$ cat src/design/sfid_regs.vh
// Constants shared by the serial flash host controller files.
`ifndef SFID_REGS_VH
`define SFID_REGS_VH
// ****************************************************************
// Instruction codes.
// ****************************************************************
`define SFID_OP_WREN      8'h06
`define SFID_OP_WRDI      8'h04
`define SFID_OP_WREN_VOL  8'h50
`define SFID_OP_RD_STAT   8'h05
`define SFID_OP_WR_STAT   8'h01
`define SFID_OP_READ      8'h03
`define SFID_OP_FAST      8'h0B
`define SFID_OP_FAST_DO   8'h3B
`define SFID_OP_FAST_DIO  8'hBB
`define SFID_OP_PROG      8'h02
`define SFID_OP_ERASE_4K  8'h20
`define SFID_OP_ERASE_32K 8'h52
`define SFID_OP_ERASE_64K 8'hD8
`define SFID_OP_CHIP_A    8'hC7
`define SFID_OP_CHIP_B    8'h60
`define SFID_OP_PWR_DOWN  8'hB9
`define SFID_OP_REL_PD    8'hAB
`define SFID_OP_MAKER_ID  8'h90
`define SFID_OP_MAKER_DIO 8'h92
`define SFID_OP_JEDEC_ID  8'h9F
`define SFID_OP_UNIQUE_ID 8'h4B
// ****************************************************************
// Transfer shape figures.
// ****************************************************************
`define SFID_PAGE_BYTES   16'h0100
`define SFID_BITS_SINGLE  4'h8
`define SFID_BITS_DUAL    4'h4
`define SFID_ADDR_SINGLE  3'h3
`define SFID_ADDR_DUAL    3'h4
`define SFID_DUMMY_FAST   3'h1
`define SFID_DUMMY_ID     3'h3
`define SFID_DUMMY_UID    3'h4
// ****************************************************************
// Sequencer states and instruction phases.
// ****************************************************************
`define SFID_S_IDLE  3'h0
`define SFID_S_SETUP 3'h1
`define SFID_S_RUN   3'h2
`define SFID_S_WAITW 3'h3
`define SFID_S_HOLD  3'h4
`define SFID_S_GAP   3'h5
`define SFID_P_OPC   3'h0
`define SFID_P_ADDR  3'h1
`define SFID_P_DUMMY 3'h2
`define SFID_P_WDATA 3'h3
`define SFID_P_RDATA 3'h4
`define SFID_P_END   3'h5
// ****************************************************************
// Timing, in ns.
// ****************************************************************
`define SFID_CLK_NS      4
`define SFID_SCK_HALF_NS 64
`define SFID_CSS_NS      20
`define SFID_CSH_NS      20
`define SFID_CS_GAP_NS   100
`endif

$ cat src/design/sfid_sck_gen.v
// Serial clock divider that makes the link clock and marks its edges.
`timescale 1ns/100ps
module sfid_sck_gen #(
  parameter HALF = 16
) (
  input  wire clk,      // System clock.
  input  wire sys_rst,  // Synchronous reset, active high.
  input  wire run,      // Level: let the serial clock toggle.
  output wire sck,      // Serial clock, idles low.
  output wire rise_evt, // Pulse: sck goes high at this edge.
  output wire fall_evt  // Pulse: sck goes low at this edge.
);
  localparam [7:0] HALF_M1 = HALF - 1;

  reg  [7:0] cnt_reg;
  reg        sck_reg;
  wire       tick;

  // ****************************************************************
  // Edge marks.
  // ****************************************************************
  // The marks are combinational so the sequencer acts on the very edge that moves sck.
  assign tick     = run && (cnt_reg == 8'h00);
  assign rise_evt = tick && !sck_reg;
  assign fall_evt = tick && sck_reg;
  assign sck      = sck_reg;

  // ****************************************************************
  // Divider.
  // ****************************************************************
  // Restarting on every stop gives a full half period before the first rise.
  always @(posedge clk)
  begin
    if (sys_rst || !run)
    begin
      cnt_reg <= HALF_M1;
      sck_reg <= 1'b0;
    end
    else if (tick)
    begin
      cnt_reg <= HALF_M1;
      sck_reg <= !sck_reg;
    end
    else
    begin
      cnt_reg <= cnt_reg - 8'h01;
    end
  end
endmodule

$ cat src/design/sfid_host.v
// Host controller that sequences serial flash instructions over a single or dual lane link.
`timescale 1ns/100ps
`include "sfid_regs.vh"
module sfid_host #(
  parameter LEN_W    = 16,
  parameter SCK_HALF = (`SFID_SCK_HALF_NS + `SFID_CLK_NS - 1) / `SFID_CLK_NS
) (
  input  wire             clk,        // System clock, 250 MHz.
  input  wire             sys_rst,    // Synchronous reset, active high.
  input  wire             cmd_valid,  // Instruction request.
  output reg              cmd_ready,  // Controller idle, request taken when both high.
  input  wire [7:0]       cmd_opcode, // Instruction code.
  input  wire [23:0]      cmd_addr,   // Flash address.
  input  wire [7:0]       cmd_mode,   // Continuation mode byte for two-lane address.
  input  wire [LEN_W-1:0] cmd_count,  // Data bytes to read or write.
  input  wire [7:0]       wr_data,    // Next byte to program or write.
  input  wire             wr_valid,   // Write byte present.
  output reg              wr_ack,     // Pulse: write byte was taken one edge earlier.
  output reg  [7:0]       rd_data,    // Byte returned by the flash.
  output reg              rd_valid,   // Pulse: rd_data is new.
  output reg              busy,       // Instruction in progress.
  output wire             flash_sck,  // Serial clock to the flash.
  output reg              flash_cs_n, // Chip select, active low.
  output reg              lane0_out,  // Serial input or second lane, driven value.
  output reg              lane0_oe,   // Drive enable for lane 0.
  input  wire             lane0_in,   // Lane 0 pin level.
  output reg              lane1_out,  // Serial output lane, driven value.
  output reg              lane1_oe,   // Drive enable for lane 1.
  input  wire             lane1_in    // Lane 1 pin level.
);
  localparam [7:0] SETUP_CYC = (`SFID_CSS_NS + `SFID_CLK_NS - 1) / `SFID_CLK_NS;
  localparam [7:0] HOLD_CYC  = (`SFID_CSH_NS + `SFID_CLK_NS - 1) / `SFID_CLK_NS;
  localparam [7:0] GAP_CYC   = (`SFID_CS_GAP_NS + `SFID_CLK_NS - 1) / `SFID_CLK_NS;
  localparam [LEN_W-1:0] PAGE_MAX = `SFID_PAGE_BYTES;
  localparam [LEN_W-1:0] ONE      = 1;

  reg  [2:0]       state_reg, state_next;
  reg  [2:0]       phase_reg, phase_next;
  reg  [31:0]      tx_reg, tx_next;
  reg              dual_reg, dual_next;
  reg  [3:0]       bcnt_reg, bcnt_next;
  reg  [LEN_W-1:0] nbyte_reg, nbyte_next;
  reg  [7:0]       wait_reg, wait_next;
  reg  [7:0]       rx_reg, rx_next, rx_shift;
  reg  [31:0]      addr_reg, addr_next;
  reg              has_addr_reg, has_addr_next, addr_dual_reg, addr_dual_next;
  reg  [2:0]       dummy_reg, dummy_next;
  reg              dir_wr_reg, dir_wr_next, dir_rd_reg, dir_rd_next, rd_dual_reg, rd_dual_next;
  reg  [LEN_W-1:0] cnt_reg, cnt_next;
  reg              need_wr, active;
  reg  [2:0]       np;
  reg              cmd_ready_next, wr_ack_next, rd_valid_next, cs_n_next;
  reg  [7:0]       rd_data_next;
  reg  [1:0]       in_meta_reg, in_sync_reg;
  reg              d_addr, d_adual, d_wr, d_rd, d_rdual;
  reg  [2:0]       d_dummy;
  reg  [LEN_W-1:0] d_cnt;
  wire             run, rise_evt, fall_evt;

  // ****************************************************************
  // Serial clock.
  // ****************************************************************
  assign run = (state_reg == `SFID_S_RUN);

  sfid_sck_gen #(
    .HALF (SCK_HALF)
  ) u_sck (
    .clk      (clk),
    .sys_rst  (sys_rst),
    .run      (run),
    .sck      (flash_sck),
    .rise_evt (rise_evt),
    .fall_evt (fall_evt)
  );

  // ****************************************************************
  // Pin synchronisers.
  // ****************************************************************
  // Two flops per lane; only the second stage is read by the sequencer.
  always @(posedge clk)
  begin
    if (sys_rst)
    begin
      in_meta_reg <= 2'h0;
      in_sync_reg <= 2'h0;
    end
    else
    begin
      in_meta_reg <= {lane1_in, lane0_in};
      in_sync_reg <= in_meta_reg;
    end
  end

  // ****************************************************************
  // Instruction shape decode.
  // ****************************************************************
  // Codes outside the set are sent alone so the flash simply drops them.
  always @*
  begin
    d_addr  = 1'b0;
    d_adual = 1'b0;
    d_dummy = 3'h0;
    d_wr    = 1'b0;
    d_rd    = 1'b0;
    d_rdual = 1'b0;
    d_cnt   = cmd_count;
    case (cmd_opcode)
      `SFID_OP_WREN, `SFID_OP_WRDI, `SFID_OP_WREN_VOL: d_cnt = {LEN_W{1'b0}};
      `SFID_OP_CHIP_A, `SFID_OP_CHIP_B:                d_cnt = {LEN_W{1'b0}};
      `SFID_OP_PWR_DOWN:                               d_cnt = {LEN_W{1'b0}};
      `SFID_OP_RD_STAT:  d_rd = 1'b1;
      `SFID_OP_WR_STAT:
      begin
        d_wr  = 1'b1;
        d_cnt = ONE;
      end
      `SFID_OP_READ:     {d_addr, d_rd} = 2'h3;
      `SFID_OP_FAST:
      begin
        {d_addr, d_rd} = 2'h3;
        d_dummy = `SFID_DUMMY_FAST;
      end
      `SFID_OP_FAST_DO:
      begin
        {d_addr, d_rd, d_rdual} = 3'h7;
        d_dummy = `SFID_DUMMY_FAST;
      end
      `SFID_OP_FAST_DIO, `SFID_OP_MAKER_DIO: {d_addr, d_adual, d_rd, d_rdual} = 4'hF;
      `SFID_OP_PROG:
      begin
        {d_addr, d_wr} = 2'h3;
        d_cnt = (cmd_count > PAGE_MAX) ? PAGE_MAX : cmd_count;
      end
      `SFID_OP_ERASE_4K, `SFID_OP_ERASE_32K, `SFID_OP_ERASE_64K:
      begin
        d_addr = 1'b1;
        d_cnt  = {LEN_W{1'b0}};
      end
      `SFID_OP_REL_PD, `SFID_OP_MAKER_ID:
      begin
        d_rd    = 1'b1;
        d_dummy = `SFID_DUMMY_ID;           // Zero filler also gives the trailing 00h.
      end
      `SFID_OP_JEDEC_ID: d_rd = 1'b1;
      `SFID_OP_UNIQUE_ID:
      begin
        d_rd    = 1'b1;
        d_dummy = `SFID_DUMMY_UID;
      end
      default:           d_cnt = {LEN_W{1'b0}};
    endcase
  end

  // ****************************************************************
  // Sequencer next state.
  // ****************************************************************
  always @*
  begin
    state_next     = state_reg;
    phase_next     = phase_reg;
    tx_next        = tx_reg;
    dual_next      = dual_reg;
    bcnt_next      = bcnt_reg;
    nbyte_next     = nbyte_reg;
    wait_next      = wait_reg;
    rx_next        = rx_reg;
    addr_next      = addr_reg;
    has_addr_next  = has_addr_reg;
    addr_dual_next = addr_dual_reg;
    dummy_next     = dummy_reg;
    dir_wr_next    = dir_wr_reg;
    dir_rd_next    = dir_rd_reg;
    rd_dual_next   = rd_dual_reg;
    cnt_next       = cnt_reg;
    cmd_ready_next = 1'b0;
    wr_ack_next    = 1'b0;
    rd_valid_next  = 1'b0;
    rd_data_next   = rd_data;
    cs_n_next      = flash_cs_n;
    need_wr        = 1'b0;
    // Dual receive takes the odd lane as the higher bit of each pair.
    rx_shift = dual_reg ? {rx_reg[5:0], in_sync_reg[1], in_sync_reg[0]} : {rx_reg[6:0], in_sync_reg[1]};
    // Phase that follows the current one.
    if (cnt_reg != {LEN_W{1'b0}} && (dir_wr_reg || dir_rd_reg))
      np = dir_wr_reg ? `SFID_P_WDATA : `SFID_P_RDATA;
    else
      np = `SFID_P_END;
    if (phase_reg == `SFID_P_OPC && dummy_reg != 3'h0 && !has_addr_reg)
      np = `SFID_P_DUMMY;
    if (phase_reg == `SFID_P_ADDR && dummy_reg != 3'h0)
      np = `SFID_P_DUMMY;
    if (phase_reg == `SFID_P_OPC && has_addr_reg)
      np = `SFID_P_ADDR;
    if (phase_reg == `SFID_P_WDATA || phase_reg == `SFID_P_RDATA)
      np = `SFID_P_END;
    case (state_reg)
      `SFID_S_IDLE:
      begin
        cmd_ready_next = 1'b1;
        if (cmd_valid && cmd_ready)
        begin
          cmd_ready_next = 1'b0;
          has_addr_next  = d_addr;
          addr_dual_next = d_adual;
          dummy_next     = d_dummy;
          dir_wr_next    = d_wr;
          dir_rd_next    = d_rd;
          rd_dual_next   = d_rdual;
          cnt_next       = d_cnt;
          addr_next      = {cmd_addr, cmd_mode};
          cs_n_next      = 1'b0;                 // Falling chip select opens the instruction.
          phase_next     = `SFID_P_OPC;
          tx_next        = {cmd_opcode, 24'h000000};
          dual_next      = 1'b0;
          bcnt_next      = `SFID_BITS_SINGLE;
          nbyte_next     = ONE;
          wait_next      = SETUP_CYC;
          state_next     = `SFID_S_SETUP;
        end
      end
      `SFID_S_SETUP:
      begin
        wait_next = wait_reg - 8'h01;
        if (wait_reg == 8'h00)
          state_next = `SFID_S_RUN;
      end
      `SFID_S_RUN:
      begin
        if (rise_evt)
        begin
          bcnt_next = bcnt_reg - 4'h1;
          if (phase_reg == `SFID_P_RDATA)
          begin
            rx_next = rx_shift;
            if (bcnt_reg == 4'h1)
            begin
              rd_data_next  = rx_shift;
              rd_valid_next = 1'b1;
            end
          end
        end
        else if (fall_evt)
        begin
          if (bcnt_reg != 4'h0)
            tx_next = dual_reg ? {tx_reg[29:0], 2'h0} : {tx_reg[30:0], 1'b0};
          else if (nbyte_reg != ONE)
          begin
            nbyte_next = nbyte_reg - ONE;
            bcnt_next  = dual_reg ? `SFID_BITS_DUAL : `SFID_BITS_SINGLE;
            need_wr    = (phase_reg == `SFID_P_WDATA);
            tx_next    = dual_reg ? {tx_reg[29:0], 2'h0} : {tx_reg[30:0], 1'b0};
          end
          else if (np == `SFID_P_END)
          begin
            // Only reached after the last clock of a whole byte.
            state_next = `SFID_S_HOLD;
            wait_next  = HOLD_CYC;
          end
          else
          begin
            phase_next = np;
            dual_next  = (np == `SFID_P_ADDR) ? addr_dual_reg : ((np == `SFID_P_RDATA) && rd_dual_reg);
            bcnt_next  = dual_next ? `SFID_BITS_DUAL : `SFID_BITS_SINGLE;
            tx_next    = (np == `SFID_P_ADDR) ? addr_reg : 32'h00000000;
            need_wr    = (np == `SFID_P_WDATA);
            if (np == `SFID_P_ADDR)
              nbyte_next = addr_dual_reg ? {{(LEN_W-3){1'b0}}, `SFID_ADDR_DUAL} :
                                           {{(LEN_W-3){1'b0}}, `SFID_ADDR_SINGLE};
            else if (np == `SFID_P_DUMMY)
              nbyte_next = {{(LEN_W-3){1'b0}}, dummy_reg};
            else
              nbyte_next = cnt_reg;
          end
        end
      end
      `SFID_S_WAITW:  need_wr = 1'b1;
      `SFID_S_HOLD:
      begin
        wait_next = wait_reg - 8'h01;
        if (wait_reg == 8'h00)
        begin
          cs_n_next  = 1'b1;                       // Rising chip select ends reads and repeats.
          wait_next  = GAP_CYC;
          state_next = `SFID_S_GAP;
        end
      end
      `SFID_S_GAP:
      begin
        wait_next = wait_reg - 8'h01;
        if (wait_reg == 8'h00)
          state_next = `SFID_S_IDLE;
      end
      default:        state_next = `SFID_S_IDLE;
    endcase
    // A missing write byte parks the link with sck low until the source catches up.
    if (need_wr)
    begin
      if (wr_valid)
      begin
        tx_next     = {wr_data, 24'h000000};
        wr_ack_next = 1'b1;
        state_next  = `SFID_S_RUN;
      end
      else
        state_next  = `SFID_S_WAITW;
    end
    active = (state_next == `SFID_S_SETUP) || (state_next == `SFID_S_RUN) || (state_next == `SFID_S_WAITW);
  end

  // ****************************************************************
  // Registers and pin drivers.
  // ****************************************************************
  // Lane values come from the next shift word so they settle a half period before the rise.
  always @(posedge clk)
  begin
    if (sys_rst)
    begin
      state_reg     <= `SFID_S_IDLE;
      phase_reg     <= `SFID_P_OPC;
      tx_reg        <= 32'h00000000;
      dual_reg      <= 1'b0;
      bcnt_reg      <= 4'h0;
      nbyte_reg     <= {LEN_W{1'b0}};
      wait_reg      <= 8'h00;
      rx_reg        <= 8'h00;
      addr_reg      <= 32'h00000000;
      has_addr_reg  <= 1'b0;
      addr_dual_reg <= 1'b0;
      dummy_reg     <= 3'h0;
      dir_wr_reg    <= 1'b0;
      dir_rd_reg    <= 1'b0;
      rd_dual_reg   <= 1'b0;
      cnt_reg       <= {LEN_W{1'b0}};
      cmd_ready     <= 1'b0;
      wr_ack        <= 1'b0;
      rd_valid      <= 1'b0;
      rd_data       <= 8'h00;
      busy          <= 1'b0;
      flash_cs_n    <= 1'b1;
      lane0_out     <= 1'b0;
      lane0_oe      <= 1'b0;
      lane1_out     <= 1'b0;
      lane1_oe      <= 1'b0;
    end
    else
    begin
      state_reg     <= state_next;
      phase_reg     <= phase_next;
      tx_reg        <= tx_next;
      dual_reg      <= dual_next;
      bcnt_reg      <= bcnt_next;
      nbyte_reg     <= nbyte_next;
      wait_reg      <= wait_next;
      rx_reg        <= rx_next;
      addr_reg      <= addr_next;
      has_addr_reg  <= has_addr_next;
      addr_dual_reg <= addr_dual_next;
      dummy_reg     <= dummy_next;
      dir_wr_reg    <= dir_wr_next;
      dir_rd_reg    <= dir_rd_next;
      rd_dual_reg   <= rd_dual_next;
      cnt_reg       <= cnt_next;
      cmd_ready     <= cmd_ready_next;
      wr_ack        <= wr_ack_next;
      rd_valid      <= rd_valid_next;
      rd_data       <= rd_data_next;
      busy          <= (state_next != `SFID_S_IDLE);
      flash_cs_n    <= cs_n_next;
      // Dual words put the higher bit of each pair on the odd lane.
      lane1_out     <= dual_next && tx_next[31];
      lane0_out     <= dual_next ? tx_next[30] : tx_next[31];
      lane0_oe      <= active && !((phase_next == `SFID_P_RDATA) && dual_next);
      lane1_oe      <= active && (phase_next == `SFID_P_ADDR) && dual_next;
    end
  end
endmodule

$ cat config.mk
export PLATFORM = sky130hd
export DESIGN_NAME = sfid_host
export DESIGN_NICKNAME = d
export VERILOG_FILES = /design/src/design/sfid_sck_gen.v /design/src/design/sfid_host.v
export VERILOG_INCLUDE_DIRS = /design/src /design/src/design
export SDC_FILE = /design/constraint.sdc
export NUM_CORES = 1
export LEC_CHECK = 0
export CAP_MARGIN = 30
export CORE_ASPECT_RATIO = 1.75
export CORE_MARGIN = 3
export CORE_UTILIZATION = 40
export DETAILED_ROUTE_END_ITERATION = 10
export DONT_BUFFER_PORTS = 1
export HOLD_SLACK_MARGIN = 0.08
export PLACE_DENSITY = 0.64
export REMOVE_ABC_BUFFERS = 1
export SYNTH_ARGS = -nofsm -noshare
export SYNTH_HDL_FRONTEND = slang
export SYNTH_SLANG_ARGS = --single-unit
$ cat constraint.sdc
create_clock -name clk -period 5.5 [get_ports clk]
set_input_delay 0 -clock clk [delete_from_list [all_inputs] [get_ports clk]]
set_output_delay 0 -clock clk [all_outputs]
set_load 0.01 [all_outputs]
==> run metrics <==
Initial DRC Count 644; Mapped Cells 1,002; reg-to-reg setup timing slack 1.79 ns; vias in the first global route 7,708; Hold Buf Count CTS 120; row count 68; DPL Wire Length 15,310 um; #FFs+latches synth 160; Max VDD drop 238.0 uV; IO Pins 88; first-pass GRT wire length 38,690 um; skew final 0.01126 ns; RSZ-0062 raised after global routing no; Initial Util 0.4106; share of cells above drive strength 1 0.07248; Multi-input gate area 4569 um2; worst-margin pin slew 0.8848 ns; Post-synth EDFFs 0; busiest layer in global routing met2; Longest Clk Path Bufs 2; hold depth 3; fin crit share 0.6739; Post-CTS Setup Inserts 0; Worst Reg2Reg Path Length in Cells 8; fmax 269.8 MHz; prevailing post-synth register cell dfxtp_1; H-tree levels 4; GRT met1 Usage 0.2395; post-place setup slack 2.111 ns; register area 3204 um2; Power Density 395.9 nW/um2; MaxCap Viol Count 0; nets 1,155; Die H 194.7 um; RR Endpoint dummy_reg[0]$_SDFFE_PP0P_; Worst Setup End Kind register; antenna violations before repair 2; GP Congestion 0.8569; HP Start sys_rst; Placeable Area 19,820 um2; crit path max-delay cell type nor3_2; status complete, no violations; clock-pin slew on the worst setup and hold paths 0.07 ns; All-Layer GR Usage 0.2154; routing usage on met3 0.03956; clock net sink count 160; Routed Antenna Nets 0; WL per Instance 17.76 um; CP Max Fanout 44; post-cts resize count 0; setup TNS 0 ns; Layout area overhead 23.20%; worst path required time 5.83 ns; CP Cell Sequence nor3b_2 > nor3_2 > buf_4 > nand2_1 > o22ai_1 > dlygate4sd3_1 > nor2_1 > dlygate4sd3_1; Crit path max-delay family buffers and inverters; via-per-instance ratio 5.840; post-route setup slack 1.793 ns; Final Hold Vio Count 0; syn avg cell area 8.123 um2; Worst EP arrival 4.03 ns; fill cell count 1,872; Synth Warn # 0; worst setup path class register to register; slew margin rel. 0.4069; Overflow after GRT 0; ys async rst share 0; port buffer count 0; crit-path max cell delay 0.78 ns; synthesized area 8139 um2; Die Area 22,160 um2; sequential area share after synthesis 0.3935; total wire length 23,740 um; buffers plus inverters on the worst setup path 3; Final Critical Period 3.707 ns; clock root buffer clkbuf_16; final setup fails 0; DRC 0; Critical Path Source Type register; Chip Width 113.8 um; HP Class input port to register; largest net degree at the start of global routing 108; Hold Path End nbyte_reg[5]$_SDFFE_PP0P_; Final Max Slew Viols 0; leak pwr 3.458 nW; reg-to-reg startpoint state_reg[0]$_SDFF_PP0_; Clock Latency Late Sink 0.44 ns; GR Util met2 0.3843; Distinct cells, synth 80; router iterations before antenna repair 6; Via Count 7,808; CTS tree done; Most Frequent Cell on Critical Path dlygate4sd3_1; CTS Buf Count 17
[area by class of cell]
type                    instances  area share
inverters                      18    0.006738
flip-flops and latches        160      0.3196
clock buffers                  19     0.04417
repair buffers                130      0.1303
diodes                          2   0.0004991
well taps                     245     0.03057
clock inverters                13     0.01248
multi-input cells             750      0.4557
[cell usage in the layout (no fill, tap or decap), types with 11 or more instances in the layout]
| cell type | synthesis | layout |
|---|---|---|
| dfxtp_1 | 160 | 159 |
| nand2_1 | 123 | 123 |
| dlygate4sd3_1 | 0 | 119 |
| nor2_1 | 103 | 102 |
| a21oi_1 | 88 | 88 |
| nand3_1 | 49 | 49 |
| o21ai_0 | 49 | 49 |
| mux2i_1 | 41 | 41 |
| a22oi_1 | 31 | 31 |
| a211oi_1 | 26 | 26 |
| nor3_1 | 28 | 26 |
| inv_1 | 18 | 18 |
| clkbuf_16 | 0 | 17 |
| nor4_1 | 16 | 16 |
| xnor2_1 | 11 | 11 |
[metrics by stage]
| stage | hold slack (ns) | power, mW | util | area, um2 | std cells |
|---|---|---|---|---|---|
| 6_report | 0.09156 | 3.970 | 0.5058 | 10030 | 1337 |
| 4_1_cts | 0.08196 | 3.958 | 0.5045 | 10000 | 1334 |
| 2_1_floorplan | 0.06465 | 2.309 | - | 7821 | 928 |
| 3_3_place_gp | 0.08918 | 2.638 | 0.4144 | 8215 | 1182 |
| 3_5_place_dp | 0.09243 | 2.652 | 0.4144 | 8215 | 1182 |
| 5_1_grt | 0.1257 | 4.193 | 0.5058 | 10030 | 1337 |
[worst min-delay path, delay by kind of cell]
kind / cells / cell delay, ns
and+or+nand+nor: 1 / 0.16
buffers and inverters: 1 / 0.24
AOI/OAI and AO/OA: 1 / 0.07
[report_power, final]
group	internal, mW	total (mW)	switching, mW	leakage [nW]
Sequential	1.30	1.43	0.137	1.30
Clock	0.644	1.16	0.514	0.281
Combinational	0.526	1.38	0.851	1.88
Total	2.47	3.97	1.50	3.46
[cell usage after synthesis, drive strengths merged (6+ instances only)]
cell type | instances | area [um2]
and2 | 7 | 43.79
a21oi | 89 | 449.2
o2bb2ai | 6 | 52.55
nand4 | 7 | 50.05
nor4 | 19 | 163.9
ha | 8 | 100.1
clkbuf | 53 | 198.9
a22o | 10 | 87.58
nor4b | 6 | 58.80
a31oi | 9 | 56.30
nor2b | 8 | 50.05
nand3 | 49 | 245.2
xor2 | 7 | 61.31
or3 | 9 | 66.31
buf | 21 | 118.9
a211oi | 27 | 207.7
and3 | 7 | 43.79
a311oi | 7 | 67.56
xnor2 | 11 | 96.34
mux2i | 41 | 410.4
nor3 | 29 | 150.1
dfxtp | 160 | 3203
nor2 | 105 | 412.9
nand2 | 123 | 461.7
a22oi | 31 | 232.7
inv | 18 | 67.56
o21ai | 50 | 250.2
[how the worst max path moves through the flow]
stage	startpoint	end	depth (start not counted)
after floorplan	state_reg[2]$_SDFF_PP0_	cnt_reg[10]$_SDFFE_PP0P_	4
after global placement	u_sck.cnt_reg[0]$_SDFF_PP1_	tx_reg[6]$_SDFF_PP0_	10
after detailed placement	nbyte_reg[0]$_SDFFE_PP0P_	tx_reg[14]$_SDFF_PP0_	7
after CTS	state_reg[0]$_SDFF_PP0_	dummy_reg[0]$_SDFFE_PP0P_	8
after global routing	state_reg[0]$_SDFF_PP0_	dummy_reg[0]$_SDFFE_PP0P_	8
final	state_reg[0]$_SDFF_PP0_	dummy_reg[0]$_SDFFE_PP0P_	8
[layer usage]
| metal | up-vias | routed length (um) |
|---|---|---|
| li1 | 3807 | - |
| met1 | 3711 | 9402 |
| met2 | 223 | 12300 |
| met3 | 65 | 1019 |
| met4 | 2 | 1000 |
| met5 | - | 13 |
[cells by family (layout without fill, tap and decap cells)]
kind of cell,after synthesis,after routing,share of synthesized area
AOI/OAI and AO/OA,280,280,0.2283
other,0,2,0
muxes,43,43,0.05319
xor gates and xnor gates,18,18,0.01937
DFF,160,160,0.3935
and+or+nand+nor,401,401,0.2460
buffers and inverters,92,180,0.04735
adders and majority gates,8,8,0.01230
Power figures use the tool's default switching activity.
